<file path="src/design/fpi_pkg.sv">
// Purpose: Shared constants and types of the flash pin interface block.
// Assumes: One reference clock; the link clock is sampled, not used as clock.
// Notes: Every number used by more than one file is named here once.

package fpi_pkg;

   // ----------------------------------------------------------------
   // Widths and depths
   // ----------------------------------------------------------------
   localparam int BYTE_W = 8;
   localparam int FIFO_DEPTH = 16;
   localparam int BIT_CNT_W = 3;
   localparam int POR_CNT_W = 16;

   // ----------------------------------------------------------------
   // Lane roles and reset values
   // ----------------------------------------------------------------
   localparam int SI_LANE = 0;
   localparam int SO_LANE = 1;
   localparam logic [BIT_CNT_W-1:0] LAST_BIT = 3'h7;
   localparam logic [BYTE_W-1:0] DQ_RST = 8'h00;
   localparam logic [BYTE_W-1:0] OE_OCTAL = 8'hFF;
   localparam logic [BYTE_W-1:0] OE_X1 = 8'h02;
   localparam logic [3:0] CTL_SYNC_RST = 4'hC;

   // ----------------------------------------------------------------
   // State machines
   // ----------------------------------------------------------------
   typedef enum logic [2:0] {
      POR_HOLD = 3'b001,
      POR_WAIT = 3'b010,
      POR_DONE = 3'b100
   } fpi_por_e;

   typedef enum logic [1:0] {
      LNK_STANDBY = 2'b01,
      LNK_ACTIVE = 2'b10
   } fpi_lnk_e;

endpackage

</file>
<file path="src/design/fpi_stream_if.sv">
// Purpose: Valid/ready stream carrier between the block's own modules.
// Assumes: Both ends run on the reference clock.
// Notes: A word moves on a cycle where valid and ready are both high.

`timescale 1ns/1ps

interface fpi_stream_if #(
   parameter int W = 8
);
   logic [W-1:0] data;
   logic valid;
   logic ready;

   modport src (output data, output valid, input ready);
   modport snk (input data, input valid, output ready);
endinterface

</file>
<file path="src/design/fpi_fifo.sv">
// Purpose: Flip-flop FIFO with valid/ready on both sides.
// Assumes: Depth is a power of two.
// Notes: Full drops ready on the fill side; empty drops valid.

`timescale 1ns/1ps

module fpi_fifo #(
   parameter int W = 8,
   parameter int D = 16
) (
   input wire logic i_ref_clk,
   input wire logic i_resetn,
   fpi_stream_if.snk s_in,
   fpi_stream_if.src s_out
);
   localparam int AW = $clog2(D);

   logic [W-1:0] mem [D];
   logic [AW-1:0] wr_ptr;
   logic [AW-1:0] rd_ptr;
   logic [AW:0] count;
   logic push;
   logic pop;

   assign s_in.ready = (count != (AW+1)'(D));
   assign s_out.valid = (count != '0);
   assign s_out.data = mem[rd_ptr];
   assign push = s_in.valid & s_in.ready;
   assign pop = s_out.valid & s_out.ready;

   // ----------------------------------------------------------------
   // Storage
   // ----------------------------------------------------------------
   always_ff @(posedge i_ref_clk) begin
      if (push) begin
         mem[wr_ptr] <= s_in.data;
      end
   end

   // ----------------------------------------------------------------
   // Pointers and fill level
   // ----------------------------------------------------------------
   always_ff @(posedge i_ref_clk) begin
      if (!i_resetn) begin
         wr_ptr <= '0;
         rd_ptr <= '0;
         count <= '0;
      end else begin
         if (push) begin
            wr_ptr <= wr_ptr + 1'b1;
         end
         if (pop) begin
            rd_ptr <= rd_ptr + 1'b1;
         end
         if (push && !pop) begin
            count <= count + 1'b1;
         end else if (pop && !push) begin
            count <= count - 1'b1;
         end
      end
   end
endmodule

</file>
<file path="src/design/fpi_pins.sv">
// Purpose: Pin-level front end of a serial NOR flash: clock capture,
//    read launch with strobe, lane roles, resets and open-drain outputs.
// Assumes: Link clock at most a quarter of the reference clock rate.
// Notes: Open-drain pins drive low only; the pad pull-ups give high.
//
// Behaviour
// In x1 mode sample command, address and data on rising clock edges.
// In x1 mode change output data on falling clock edges.
// In octal single-ended mode capture on both rising and falling edges.
// In complementary mode capture at each true/complement crossing.
// In single-ended mode the complement clock is ignored entirely.
// Read strobe used only for reads, toggles with data while selected.
// Octal read data launches edge-aligned with strobe transitions.
// In x1 mode lane 0 is input only, lane 1 output only.
// In octal mode all eight lanes carry data both ways.
// Hardware reset low reinitialises and returns to array read.
// Hardware reset low puts strobe and data lanes in high impedance.
// An unconnected hardware reset input counts as inactive high.
// Event output pulled low when an internal event occurs.
// Reset output low during power-on reset, released after timeout.
// On reset output release the device enters standby at once.
// While reset output is low, ignore select and drive nothing else.
// Interface clock may stop between transfers without harm.
// Transactions start at select falling and end at select rising.
// Select high means standby unless busy, inputs ignored, outputs off.

`timescale 1ns/1ps

module fpi_pins (
   input wire logic i_ref_clk,
   input wire logic i_resetn,
   input wire logic i_cs_n,
   input wire logic i_clk_true,
   input wire logic i_clk_comp,
   input wire logic i_reset_pin_n,
   input wire logic [fpi_pkg::BYTE_W-1:0] i_dq_in,
   output logic [fpi_pkg::BYTE_W-1:0] o_dq_out,
   output logic [fpi_pkg::BYTE_W-1:0] o_dq_oe,
   output logic o_read_strobe,
   output logic o_read_strobe_oe,
   output logic o_event_n,
   output logic o_event_n_oe,
   output logic o_por_out_n,
   output logic o_por_out_n_oe,
   input wire logic i_octal_mode,
   input wire logic i_diff_clk,
   input wire logic i_read_active,
   input wire logic [fpi_pkg::BYTE_W-1:0] i_tx_data,
   input wire logic i_tx_valid,
   output logic o_tx_ready,
   output logic [fpi_pkg::BYTE_W-1:0] o_rx_data,
   output logic o_rx_valid,
   input wire logic i_rx_ready,
   output logic o_cap_ready,
   output logic o_cap_drop,
   input wire logic i_embedded_busy,
   input wire logic i_event,
   input wire logic i_event_clear,
   input wire logic i_por_busy,
   input wire logic [fpi_pkg::POR_CNT_W-1:0] i_por_timeout,
   output logic o_standby,
   output logic o_frame_start,
   output logic o_frame_end,
   output logic o_core_reinit,
   output logic o_array_read
);
   logic [3:0] ctl_s;
   logic [3:0] ctl_rise;
   logic [3:0] ctl_fall;
   logic [fpi_pkg::BYTE_W-1:0] dq_s;
   logic rst_pin_s;
   logic cs_s;
   logic cs_fall;
   logic true_s;
   logic comp_s;
   logic hw_rst;
   logic cross_sign;
   logic cross_rise;
   logic cross_fall;
   logic edge_r;
   logic edge_f;
   fpi_pkg::fpi_por_e por_state;
   logic [fpi_pkg::POR_CNT_W-1:0] por_cnt;
   logic por_ok;
   fpi_pkg::fpi_lnk_e lnk_state;
   logic oct_mode;
   logic diff_mode;
   logic act;
   logic wr_phase;
   logic rd_phase;
   logic [fpi_pkg::BIT_CNT_W-1:0] rx_bit;
   logic [fpi_pkg::BYTE_W-2:0] rx_shift;
   logic cap_valid;
   logic [fpi_pkg::BYTE_W-1:0] cap_data;
   logic [fpi_pkg::BIT_CNT_W-1:0] tx_bit;
   logic [fpi_pkg::BYTE_W-1:0] tx_shift;
   logic launch;
   logic need_byte;
   logic tx_pop;
   logic drive_en;
   logic event_flag;

   fpi_stream_if #(.W(fpi_pkg::BYTE_W)) cap_if ();
   fpi_stream_if #(.W(fpi_pkg::BYTE_W)) rx_if ();

   // ----------------------------------------------------------------
   // Pin synchronisers
   // ----------------------------------------------------------------
   fpi_sync #(.W(4), .RST_VAL(fpi_pkg::CTL_SYNC_RST)) u_ctl_sync (
      .i_ref_clk(i_ref_clk),
      .i_resetn(i_resetn),
      .i_async({i_reset_pin_n, i_cs_n, i_clk_comp, i_clk_true}),
      .o_level(ctl_s),
      .o_rise(ctl_rise),
      .o_fall(ctl_fall)
   );

   fpi_sync #(.W(fpi_pkg::BYTE_W), .RST_VAL(fpi_pkg::DQ_RST)) u_dq_sync (
      .i_ref_clk(i_ref_clk),
      .i_resetn(i_resetn),
      .i_async(i_dq_in),
      .o_level(dq_s),
      .o_rise(),
      .o_fall()
   );

   // pulled-up pin reads high; synchroniser resets to inactive.
   assign rst_pin_s = ctl_s[3];
   assign hw_rst = ~rst_pin_s;
   assign cs_s = ctl_s[2];
   assign cs_fall = ctl_fall[2];
   assign comp_s = ctl_s[1];
   assign true_s = ctl_s[0];

   // ----------------------------------------------------------------
   // Clock edge and crossing detection
   // ----------------------------------------------------------------
   // crossing events from the sign of true against complement.
   always_ff @(posedge i_ref_clk) begin
      if (!i_resetn) begin
         cross_sign <= 1'b0;
      end else if (true_s != comp_s) begin
         cross_sign <= true_s;
      end
   end

   assign cross_rise = true_s & ~comp_s & ~cross_sign;
   assign cross_fall = ~true_s & comp_s & cross_sign;

   // single-ended edges never look at the complement input.
   assign edge_r = diff_mode ? cross_rise : ctl_rise[0];
   assign edge_f = diff_mode ? cross_fall : ctl_fall[0];

   // ----------------------------------------------------------------
   // Power-on reset sequencing
   // ----------------------------------------------------------------
   // hold while busy, then count the configured timeout.
   always_ff @(posedge i_ref_clk) begin
      if (!i_resetn) begin
         por_state <= fpi_pkg::POR_HOLD;
         por_cnt <= '0;
      end else begin
         case (por_state)
            fpi_pkg::POR_HOLD: begin
               if (!i_por_busy) begin
                  por_cnt <= i_por_timeout;
                  por_state <= fpi_pkg::POR_WAIT;
               end
            end
            fpi_pkg::POR_WAIT: begin
               if (i_por_busy) begin
                  por_state <= fpi_pkg::POR_HOLD;
               end else if (por_cnt == '0) begin
                  por_state <= fpi_pkg::POR_DONE;
               end else begin
                  por_cnt <= por_cnt - 1'b1;
               end
            end
            fpi_pkg::POR_DONE: begin
               if (i_por_busy) begin
                  por_state <= fpi_pkg::POR_HOLD;
               end
            end
            default: begin
               por_state <= fpi_pkg::POR_HOLD;
            end
         endcase
      end
   end

   assign por_ok = (por_state == fpi_pkg::POR_DONE);
   assign o_por_out_n = 1'b0;
   assign o_por_out_n_oe = ~por_ok;

   // ----------------------------------------------------------------
   // Transaction framing
   // ----------------------------------------------------------------
   // a frame opens only on select falling and closes on it rising.
   always_ff @(posedge i_ref_clk) begin
      if (!i_resetn || hw_rst || !por_ok) begin
         lnk_state <= fpi_pkg::LNK_STANDBY;
         oct_mode <= 1'b0;
         diff_mode <= 1'b0;
         o_frame_start <= 1'b0;
         o_frame_end <= 1'b0;
      end else begin
         o_frame_start <= 1'b0;
         o_frame_end <= 1'b0;
         case (lnk_state)
            fpi_pkg::LNK_STANDBY: begin
               if (cs_fall) begin
                  lnk_state <= fpi_pkg::LNK_ACTIVE;
                  oct_mode <= i_octal_mode;
                  diff_mode <= i_diff_clk;
                  o_frame_start <= 1'b1;
               end
            end
            fpi_pkg::LNK_ACTIVE: begin
               // select high returns the link to standby.
               if (cs_s) begin
                  lnk_state <= fpi_pkg::LNK_STANDBY;
                  o_frame_end <= 1'b1;
               end
            end
            default: begin
               lnk_state <= fpi_pkg::LNK_STANDBY;
            end
         endcase
      end
   end

   // an unready device is never selected and takes nothing.
   assign act = (lnk_state == fpi_pkg::LNK_ACTIVE) & por_ok & ~hw_rst;
   assign wr_phase = act & ~i_read_active;
   assign rd_phase = act & i_read_active;
   // released reset output leaves the link in standby.
   // standby unless an embedded operation keeps the core busy.
   assign o_standby = (lnk_state == fpi_pkg::LNK_STANDBY) & por_ok
      & ~i_embedded_busy;

   // ----------------------------------------------------------------
   // Input capture
   // ----------------------------------------------------------------
   // capture and launch state advances only on seen edges, so a stopped clock
   // simply freezes the capture and launch shifters.
   always_ff @(posedge i_ref_clk) begin
      if (!i_resetn || o_frame_start) begin
         rx_bit <= '0;
         rx_shift <= '0;
         cap_valid <= 1'b0;
         cap_data <= fpi_pkg::DQ_RST;
      end else begin
         cap_valid <= 1'b0;
         if (wr_phase && oct_mode && (edge_r || edge_f)) begin
            // octal capture on both edges, one byte each.
            // all eight lanes received.
            cap_data <= dq_s;
            cap_valid <= 1'b1;
         end else if (wr_phase && !oct_mode && edge_r) begin
            // x1 sampling on the rising edge only.
            // lane 0 is the serial input.
            rx_shift <= {rx_shift[fpi_pkg::BYTE_W-3:0], dq_s[fpi_pkg::SI_LANE]};
            rx_bit <= rx_bit + 1'b1;
            if (rx_bit == fpi_pkg::LAST_BIT) begin
               cap_data <= {rx_shift, dq_s[fpi_pkg::SI_LANE]};
               cap_valid <= 1'b1;
            end
         end
      end
   end

   assign cap_if.data = cap_data;
   assign cap_if.valid = cap_valid;
   assign o_cap_ready = cap_if.ready;

   // A byte offered to a full FIFO is lost; the flag holds to next frame.
   always_ff @(posedge i_ref_clk) begin
      if (!i_resetn) begin
         o_cap_drop <= 1'b0;
      end else if (cap_valid && !cap_if.ready) begin
         o_cap_drop <= 1'b1;
      end else if (o_frame_start) begin
         o_cap_drop <= 1'b0;
      end
   end

   fpi_fifo #(.W(fpi_pkg::BYTE_W), .D(fpi_pkg::FIFO_DEPTH)) u_fifo (
      .i_ref_clk(i_ref_clk),
      .i_resetn(i_resetn),
      .s_in(cap_if),
      .s_out(rx_if)
   );

   assign o_rx_data = rx_if.data;
   assign o_rx_valid = rx_if.valid;
   assign rx_if.ready = i_rx_ready;

   // ----------------------------------------------------------------
   // Read data launch
   // ----------------------------------------------------------------
   // x1 launches on falling edges.
   // octal launches on every edge with the strobe.
   assign launch = rd_phase & (oct_mode ? (edge_r | edge_f) : edge_f);
   assign need_byte = oct_mode | (tx_bit == '0);
   assign tx_pop = launch & need_byte & i_tx_valid;
   assign o_tx_ready = tx_pop;

   always_ff @(posedge i_ref_clk) begin
      if (!i_resetn || o_frame_start) begin
         tx_bit <= '0;
         tx_shift <= fpi_pkg::DQ_RST;
         o_dq_out <= fpi_pkg::DQ_RST;
         o_read_strobe <= 1'b0;
      end else if (tx_pop && oct_mode) begin
         // data and strobe change in the same cycle.
         o_dq_out <= i_tx_data;
         o_read_strobe <= ~o_read_strobe;
      end else if (tx_pop) begin
         // lane 1 carries the serial output, MSB first.
         tx_shift <= {i_tx_data[fpi_pkg::BYTE_W-2:0], 1'b0};
         o_dq_out <= {6'h00, i_tx_data[fpi_pkg::BYTE_W-1], 1'b0};
         o_read_strobe <= ~o_read_strobe;
         tx_bit <= tx_bit + 1'b1;
      end else if (launch && !need_byte) begin
         tx_shift <= {tx_shift[fpi_pkg::BYTE_W-2:0], 1'b0};
         o_dq_out <= {6'h00, tx_shift[fpi_pkg::BYTE_W-1], 1'b0};
         o_read_strobe <= ~o_read_strobe;
         tx_bit <= tx_bit + 1'b1;
      end
   end

   // ----------------------------------------------------------------
   // Output enables
   // ----------------------------------------------------------------
   // hardware reset clears the lane and strobe enables.
   // the strobe is driven only in a read data phase.
   assign drive_en = rd_phase;

   always_ff @(posedge i_ref_clk) begin
      if (!i_resetn || !drive_en) begin
         o_dq_oe <= '0;
         o_read_strobe_oe <= 1'b0;
      end else begin
         // octal reads drive all lanes, x1 reads only lane 1.
         o_dq_oe <= oct_mode ? fpi_pkg::OE_OCTAL : fpi_pkg::OE_X1;
         o_read_strobe_oe <= 1'b1;
      end
   end

   // ----------------------------------------------------------------
   // Event output and hardware reset reporting
   // ----------------------------------------------------------------
   // sticky event, a new event beats a clear in the same cycle.
   always_ff @(posedge i_ref_clk) begin
      if (!i_resetn || hw_rst) begin
         event_flag <= 1'b0;
      end else if (i_event) begin
         event_flag <= 1'b1;
      end else if (i_event_clear) begin
         event_flag <= 1'b0;
      end
   end

   assign o_event_n = 1'b0;
   assign o_event_n_oe = event_flag & por_ok;

   // reinitialise while low, array read on release.
   always_ff @(posedge i_ref_clk) begin
      if (!i_resetn) begin
         o_core_reinit <= 1'b1;
         o_array_read <= 1'b0;
      end else begin
         o_core_reinit <= hw_rst;
         o_array_read <= ctl_rise[3];
      end
   end
endmodule

</file>
<file path="src/design/fpi_sync.sv">
// Purpose: Two-stage synchroniser with edge detection for pin inputs.
// Assumes: Inputs are asynchronous to the reference clock.
// Notes: The first stage feeds only the second stage.

`timescale 1ns/1ps

module fpi_sync #(
   parameter int W = 1,
   parameter logic [W-1:0] RST_VAL = '0
) (
   input wire logic i_ref_clk,
   input wire logic i_resetn,
   input wire logic [W-1:0] i_async,
   output logic [W-1:0] o_level,
   output logic [W-1:0] o_rise,
   output logic [W-1:0] o_fall
);
   logic [W-1:0] stage1;
   logic [W-1:0] stage2;
   logic [W-1:0] stage3;

   // ----------------------------------------------------------------
   // Synchroniser chain
   // ----------------------------------------------------------------
   always_ff @(posedge i_ref_clk) begin
      if (!i_resetn) begin
         stage1 <= RST_VAL;
         stage2 <= RST_VAL;
         stage3 <= RST_VAL;
      end else begin
         stage1 <= i_async;
         stage2 <= stage1;
         stage3 <= stage2;
      end
   end

   assign o_level = stage2;
   assign o_rise = stage2 & ~stage3;
   assign o_fall = ~stage2 & stage3;
endmodule

</file>
<file path="config.mk">
export PLATFORM = sky130hd
export DESIGN_NAME = fpi_pins
export DESIGN_NICKNAME = d
export VERILOG_FILES = /design/src/design/fpi_pkg.sv /design/src/design/fpi_stream_if.sv /design/src/design/fpi_fifo.sv /design/src/design/fpi_pins.sv /design/src/design/fpi_sync.sv
export SDC_FILE = /design/constraint.sdc
export NUM_CORES = 1
export LEC_CHECK = 0
export BUFFER_PORTS_ARGS = -buffer_cell sky130_fd_sc_hd__buf_2
export CORE_ASPECT_RATIO = 1.5
export CORE_MARGIN = 2
export CORE_UTILIZATION = 40
export CTS_CLUSTER_SIZE = 20
export DETAILED_ROUTE_END_ITERATION = 16
export PLACE_DENSITY = 0.57
export SETUP_SLACK_MARGIN = 0.05
export SKIP_LAST_GASP = 1
export SLEW_MARGIN = 20
export SYNTH_ARGS = -nofsm -noshare
export SYNTH_HDL_FRONTEND = slang
export SYNTH_SLANG_ARGS = --single-unit
</file>
<file path="constraint.sdc">
create_clock -name i_ref_clk -period 3.4 [get_ports i_ref_clk]
set_clock_uncertainty 0.1 [all_clocks]
set_input_delay 0.17 -clock i_ref_clk [delete_from_list [all_inputs] [get_ports i_ref_clk]]
set_output_delay 0.17 -clock i_ref_clk [all_outputs]
set_load 0.005 [all_outputs]
</file>
==> results.cfg, run 1 <==
[outcome]
status = finished, final reports clean

[drt]
drt_pre_antenna_iters = 4
drt_iter0_markers = 260
drt_wl_total_um = 20600
drcViolationCount = 0
avgViaCountPerCell = 5.21
routed-via-count = 6136
routedWlPerCell_um = 17.5
ant_nets = 0

[place]
placed_cell_area_um2 = 10600
dpl.hpwl_um = 14100
dp_slack_ps = 366
portBuffers = 83
gp_congestion = 0.774

[setup_path]
cp_cell_sequence = nor4_1 > buf_4 > a21boi_1 > buf_4 > ha_1 > inv_1 > ha_1 > nor2b_1 > o21a_1 > or3_1 > a21oi_1 > mux2i_1
slowest_stage = nor4_1
cp-start-kind = register
cp.required_ps = 3740
critPathMaxStageDelay_ps = 440
arrival_ps = 3370
worstPathMaxFanout = 9
critPathKind = reg2reg
endpoint_kind = register

[synthesis]
synth_area_um2 = 9820
async_flop_share = 0
synth_top_area_frac = 0.391
synth_compound_area_frac = 0.0803
syn_inst = 719
yosys.area_share.simple = 0.105
synth-xor-area-share = 0.0116
muxShareOfSynthArea = 0.124
synthAdderAreaFrac = 0.0237
synth_warnings = 0
synth-seq-cells = 243
synth_ff_type = edfxtp_1
synth_top_family_by_area = multiplexers
synth-edff-count = 128
yosysSeqAreaShare = 0.626
synth.area.top_cells = edfxtp_1, dfxtp_1, mux4_2
synth_cell_types = 63
yosys.area.top_type = edfxtp_1
syn_area_per_cell_um2 = 13.7

[timing]
setup_slack_ps = 365
setup-violations-final = 0
worstMarginPinSlew_ps = 1050
fmax_mhz = 330
fin_setup_tns_ps = 0
final.min_clock_period_ps = 3030
slew_violations = 0
finalHoldViolCount = 0
finalCritPeriodShare = 0.893
hold_slack_ps = 35.1
rsz0062_at_grt = no
slew_headroom = 0.299

[job]
cap_viol_max_count = 0

[die]
die_area_um2 = 25900
die_w_um = 132
io_pins = 86
row_count = 70
core-area_um2 = 24300
dieHeight_um = 196
initial_core_util = 0.405

[clocking]
cts_tree = built
cts.path.max_buffers = 3
cts.root.buffer_cell = clkbuf_16
cts.clk_slew.worst_paths_ps = 70
clock_sinks = 243
numCtsBuffers = 23
clock_latency_ps = 510
htree_levels = 1

[layout]
layout-drive-gt1-share = 0.232
diodes = 0
nNetsFinal = 903
seqCellArea_um2 = 6150
area_growth_pct = 19.3
num-fill-cells = 2180
layout_commonest_cell = edfxtp_1
layout_common_cells = edfxtp_1, dfxtp_1, nor2_1, buf_2, mux4_2
fin_util = 0.483
multi_input_area_um2 = 3400
fin_area_um2 = 11700

[grt]
grt_first_pass_wirelength_um = 33300
antenna_found_initial = 0
overflow = 0
grt_max_degree = 49
first_global_vias = 6496
track_usage = 0.160

[power]
power_density_nw_per_um2 = 508
cellLeakagePower_nw = 3.80
ir_worst_vdd_mv = 0.296

[hold_path]
hp-class = in2reg
## stage by stage
stage / cells / total power [W]
final: 1178 / 0.00595
after CTS: 1178 / 0.00602
after floorplan: 720 / 0.00334
after global placement: 1099 / 0.00342
after detailed placement: 1099 / 0.00343
after global routing: 1178 / 0.00617
## timing repair
action                     4_1_cts  5_1_grt
hold buffers                    38        0
gates resized for setup          0        0
setup endpoints to repair        0        0
setup buffers                    0        0
hold endpoints to repair        47        0
## synthesized netlist by cell type (3+ instances only)
library cell    n
edfxtp_1      128
dfxtp_1       115
nor2_1         83
mux4_2         40
mux2i_1        31
a21oi_1        26
and2_1         22
nand2_1        22
clkbuf_1       21
inv_1          18
ha_1           17
o21ai_0        15
nand2b_1       14
nor3_1         13
buf_4          10
nand3_1         9
xnor2_1         8
a22o_1          7
buf_1           7
nor2b_1         7
o21a_1          7
a211oi_1        6
a211oi_2        6
and3_1          5
buf_2           5
nor4_1          5
o211ai_1        5
o221a_2         5
or3_1           5
xor2_1          5
a31oi_1         4
a32oi_1         4
nor3b_1         4
o31ai_1         4
a21o_1          3
## flip-flops by register name (all words and copies together) (netlist names), 2 cells and up, named ones only
name	count
u_fifo.mem	128
por_cnt	16
cap_data	8
o_dq_out	8
u_dq_sync.o_level	8
u_dq_sync.stage1	8
rx_shift	7
tx_shift	7
u_fifo.count	5
u_ctl_sync.o_level	4
u_ctl_sync.stage1	4
u_fifo.rd_ptr	4
u_fifo.wr_ptr	4
por_state	3
rx_bit	3
tx_bit	3
u_ctl_sync.stage3	3
lnk_state	2
o_dq_oe	2
## power breakdown
group,internal [W],switching (W),total [W]
logic,0.000128,0.000155,0.000283
registers,0.00309,0.0000284,0.00312
clock network,0.00148,0.00106,0.00255
total,0.00471,0.00124,0.00595
## kinds of logic after synthesis
family                     Yosys count
AOI/OAI and AO/OA                  106
xor gates and xnor gates            13
adders and majority gates           18
buffers and inverters               63
DFF                                243
muxes                               72
other                                1
and+or+nand+nor                    203
## final timing paths
path,start,to,slack (ps),cells past startpoint
setup / recovery,u_fifo.count[0],u_fifo.count[4],370,12
hold / removal,i_por_timeout[11],por_cnt[11],40,4
setup reg to reg,u_fifo.count[0],u_fifo.count[4],370,12
hold reg to reg,u_ctl_sync.stage3[3],o_array_read,280,1
## final cells by class
cell class	instances	area share
clock buffers	31	0.0580
clock inverters	10	0.00726
inverters	19	0.00609
multi-input cells	414	0.290
flip-flops and latches	243	0.525
well taps	324	0.0346
repair buffers	137	0.0793
## layer usage
| metal | share of wire | vias to the layer above | GRT usage | wire length [um] |
|---|---|---|---|---|
| met5 | 0 | - | 0 | 0 |
| met3 | 0.044 | 34 | 0.0269 | 912 |
| met2 | 0.55 | 147 | 0.306 | 11300 |
| met4 | 0.023 | 0 | 0.0539 | 479 |
| met1 | 0.39 | 3044 | 0.178 | 7920 |
| li1 | - | 2911 | - | - |
## worst max-delay path: cells and delay by family (launching register included)
family | cells | cell delay (ps)
flip-flops | 1 | 340
buffers and inverters | 3 | 500
AND/OR/NAND/NOR | 3 | 890
adder cells (fa/ha/maj) | 2 | 510
AO/OA/AOI/OAI | 3 | 420
multiplexers | 1 | 190
Power figures use the tool's default switching activity.
==> run 2, diff against run 1 <==
REMOVE_ABC_BUFFERS = 1   (was default)
==> run 2 against run 1 <==
Final area grew 0.77%. Global-route usage up 0.23 points. First-iteration DRC count rose by 20%. Largest power group unchanged.
==> results.cfg, run 2 (synthesis gave the netlist of run 1 again) <==
[power]
ir_worst_vdd_mv = 0.433
power_density_nw_per_um2 = 513
p_seq_frac = 0.516
swShare = 0.210
cellLeakagePower_nw = 3.85
power.switching_w = 0.00127
internal-power_w = 0.00478
p_comb_frac = 0.047
clock_power_share = 0.437

[die]
initial_core_util = 0.405
die_area_um2 = 25900
io_pins = 86
core-area_um2 = 24300
dieHeight_um = 196
row_count = 70
die_w_um = 132

[layout]
top_register = u_fifo.mem
fin_util = 0.487
layout-drive-gt1-share = 0.236
area_growth_pct = 20.2
layout_commonest_cell = edfxtp_1
num-fill-cells = 2137
seqCellArea_um2 = 6150
layout_common_cells = edfxtp_1, dfxtp_1, nor2_1, buf_2, mux4_2
reg_top3 = u_fifo.mem (128), por_cnt (16)
multi_input_area_um2 = 3390
final_cells = 1189
diodes = 0
largest_reg_flops = 128
nNetsFinal = 912

[setup_path]
critPathMaxStageDelay_ps = 350
cp.required_ps = 3730
crit_path_frequent_cell = ha_1
endpoint_kind = register
arrival_ps = 3350
cp_cell_sequence = nor4_1 > buf_4 > nand2b_1 > nand2_1 > ha_1 > inv_1 > ha_1 > nor2b_1 > o21a_1 > or3_1 > a21oi_1 > mux2i_1
critPathKind = reg2reg
slowest_stage = dfxtp_1
worstPathMaxFanout = 5
cp-start-kind = register

[clocking]
clock_sinks = 243
postCtsSetupRepairBufs = 0
htree_levels = 1
cts.clk_slew.worst_paths_ps = 60
cts.path.max_buffers = 3
cts.root.buffer_cell = clkbuf_16
cts_tree = built
clock_latency_ps = 510
numCtsBuffers = 24

[grt]
antenna_found_initial = 0
first_global_vias = 6617
track_usage = 0.162
grt_max_degree = 39
grt_first_pass_wirelength_um = 33700
overflow = 0

[hold_path]
hp-class = in2reg

[timing]
finalHoldViolCount = 0
rsz0062_at_grt = no
setup-violations-final = 0
setup_slack_ps = 382
final.min_clock_period_ps = 3020
slew_headroom = 0.396
finalCritPeriodShare = 0.888
slew_violations = 0
fin_setup_tns_ps = 0
worstMarginPinSlew_ps = 902
fmax_mhz = 331

[drt]
drt_pre_antenna_iters = 6
drt_wl_total_um = 20600
drt_iter0_markers = 311
routedWlPerCell_um = 17.3
routed-via-count = 6122
avgViaCountPerCell = 5.15
drcViolationCount = 0
ant_nets = 0

[place]
portBuffers = 83
dpl.hpwl_um = 14000
place_inst = 1106
dp_slack_ps = 441
gp_congestion = 0.789

[outcome]
status = finished, final reports clean

[job]
cap_viol_max_count = 0
run 2: timing repair:
| action | 4_1_cts | 5_1_grt |
|---|---|---|
| resized for setup | 0 | 0 |
| hold endpoints to repair | 54 | 0 |
| hold buffers | 39 | 0 |
run 2: critical path, delay by kind of cell, from the launching register on:
kind	cells	cell delay, ps
AND/OR/NAND/NOR	5	1000
buffers and inverters	2	280
adder cells (fa/ha/maj)	2	590
multiplexers	1	220
AO/OA/AOI/OAI	2	400
flip-flops	1	350
run 2: stage by stage:
stage | area (um2) | hold WS [ps] | total power [W]
2_1_floorplan | 9610 | 143 | 0.00333
3_3_place_gp | 10600 | 254 | 0.00342
3_5_place_dp | 10600 | 256 | 0.00343
4_1_cts | 11800 | 12.6 | 0.00612
5_1_grt | 11800 | 60.8 | 0.00628
6_report | 11800 | 26.0 | 0.00605
run 2: final timing paths:
path                        startpoint               to  slack, ps  cells after the start
setup / recovery       u_fifo.count[0]  u_fifo.count[4]        380                     12
setup reg to reg       u_fifo.count[0]  u_fifo.count[4]        380                     12
hold / removal           i_read_active       o_dq_oe[6]         30                      4
hold reg to reg   u_ctl_sync.stage3[3]     o_array_read        310                      1
run 2: power by group through the flow:
stage	clock network, W	registers [W]	logic [W]
final	0.00265	0.00312	0.000284
after global routing	0.00284	0.00313	0.000316
after detailed placement	0	0.00319	0.000248
after floorplan	0	0.00318	0.000153
after CTS	0.00272	0.00312	0.000283
after global placement	0	0.00318	0.000239
run 2: final cells by class:
cell class                 instances  area share
clock buffer                      31      0.0575
clock inverter                    13      0.0101
inverter                          19     0.00604
multi-input combinational        414       0.287
sequential                       243       0.521
tap                              324      0.0343
timing repair buffer             145      0.0840
run 2: layer usage:
metal  global-route usage  share of wire  vias up
met1                0.177           0.38     3028
met2                0.316           0.56      144
met3               0.0261          0.042       36
li1                     -              -     2914
met5                    0              0        -
met4               0.0527          0.023        0
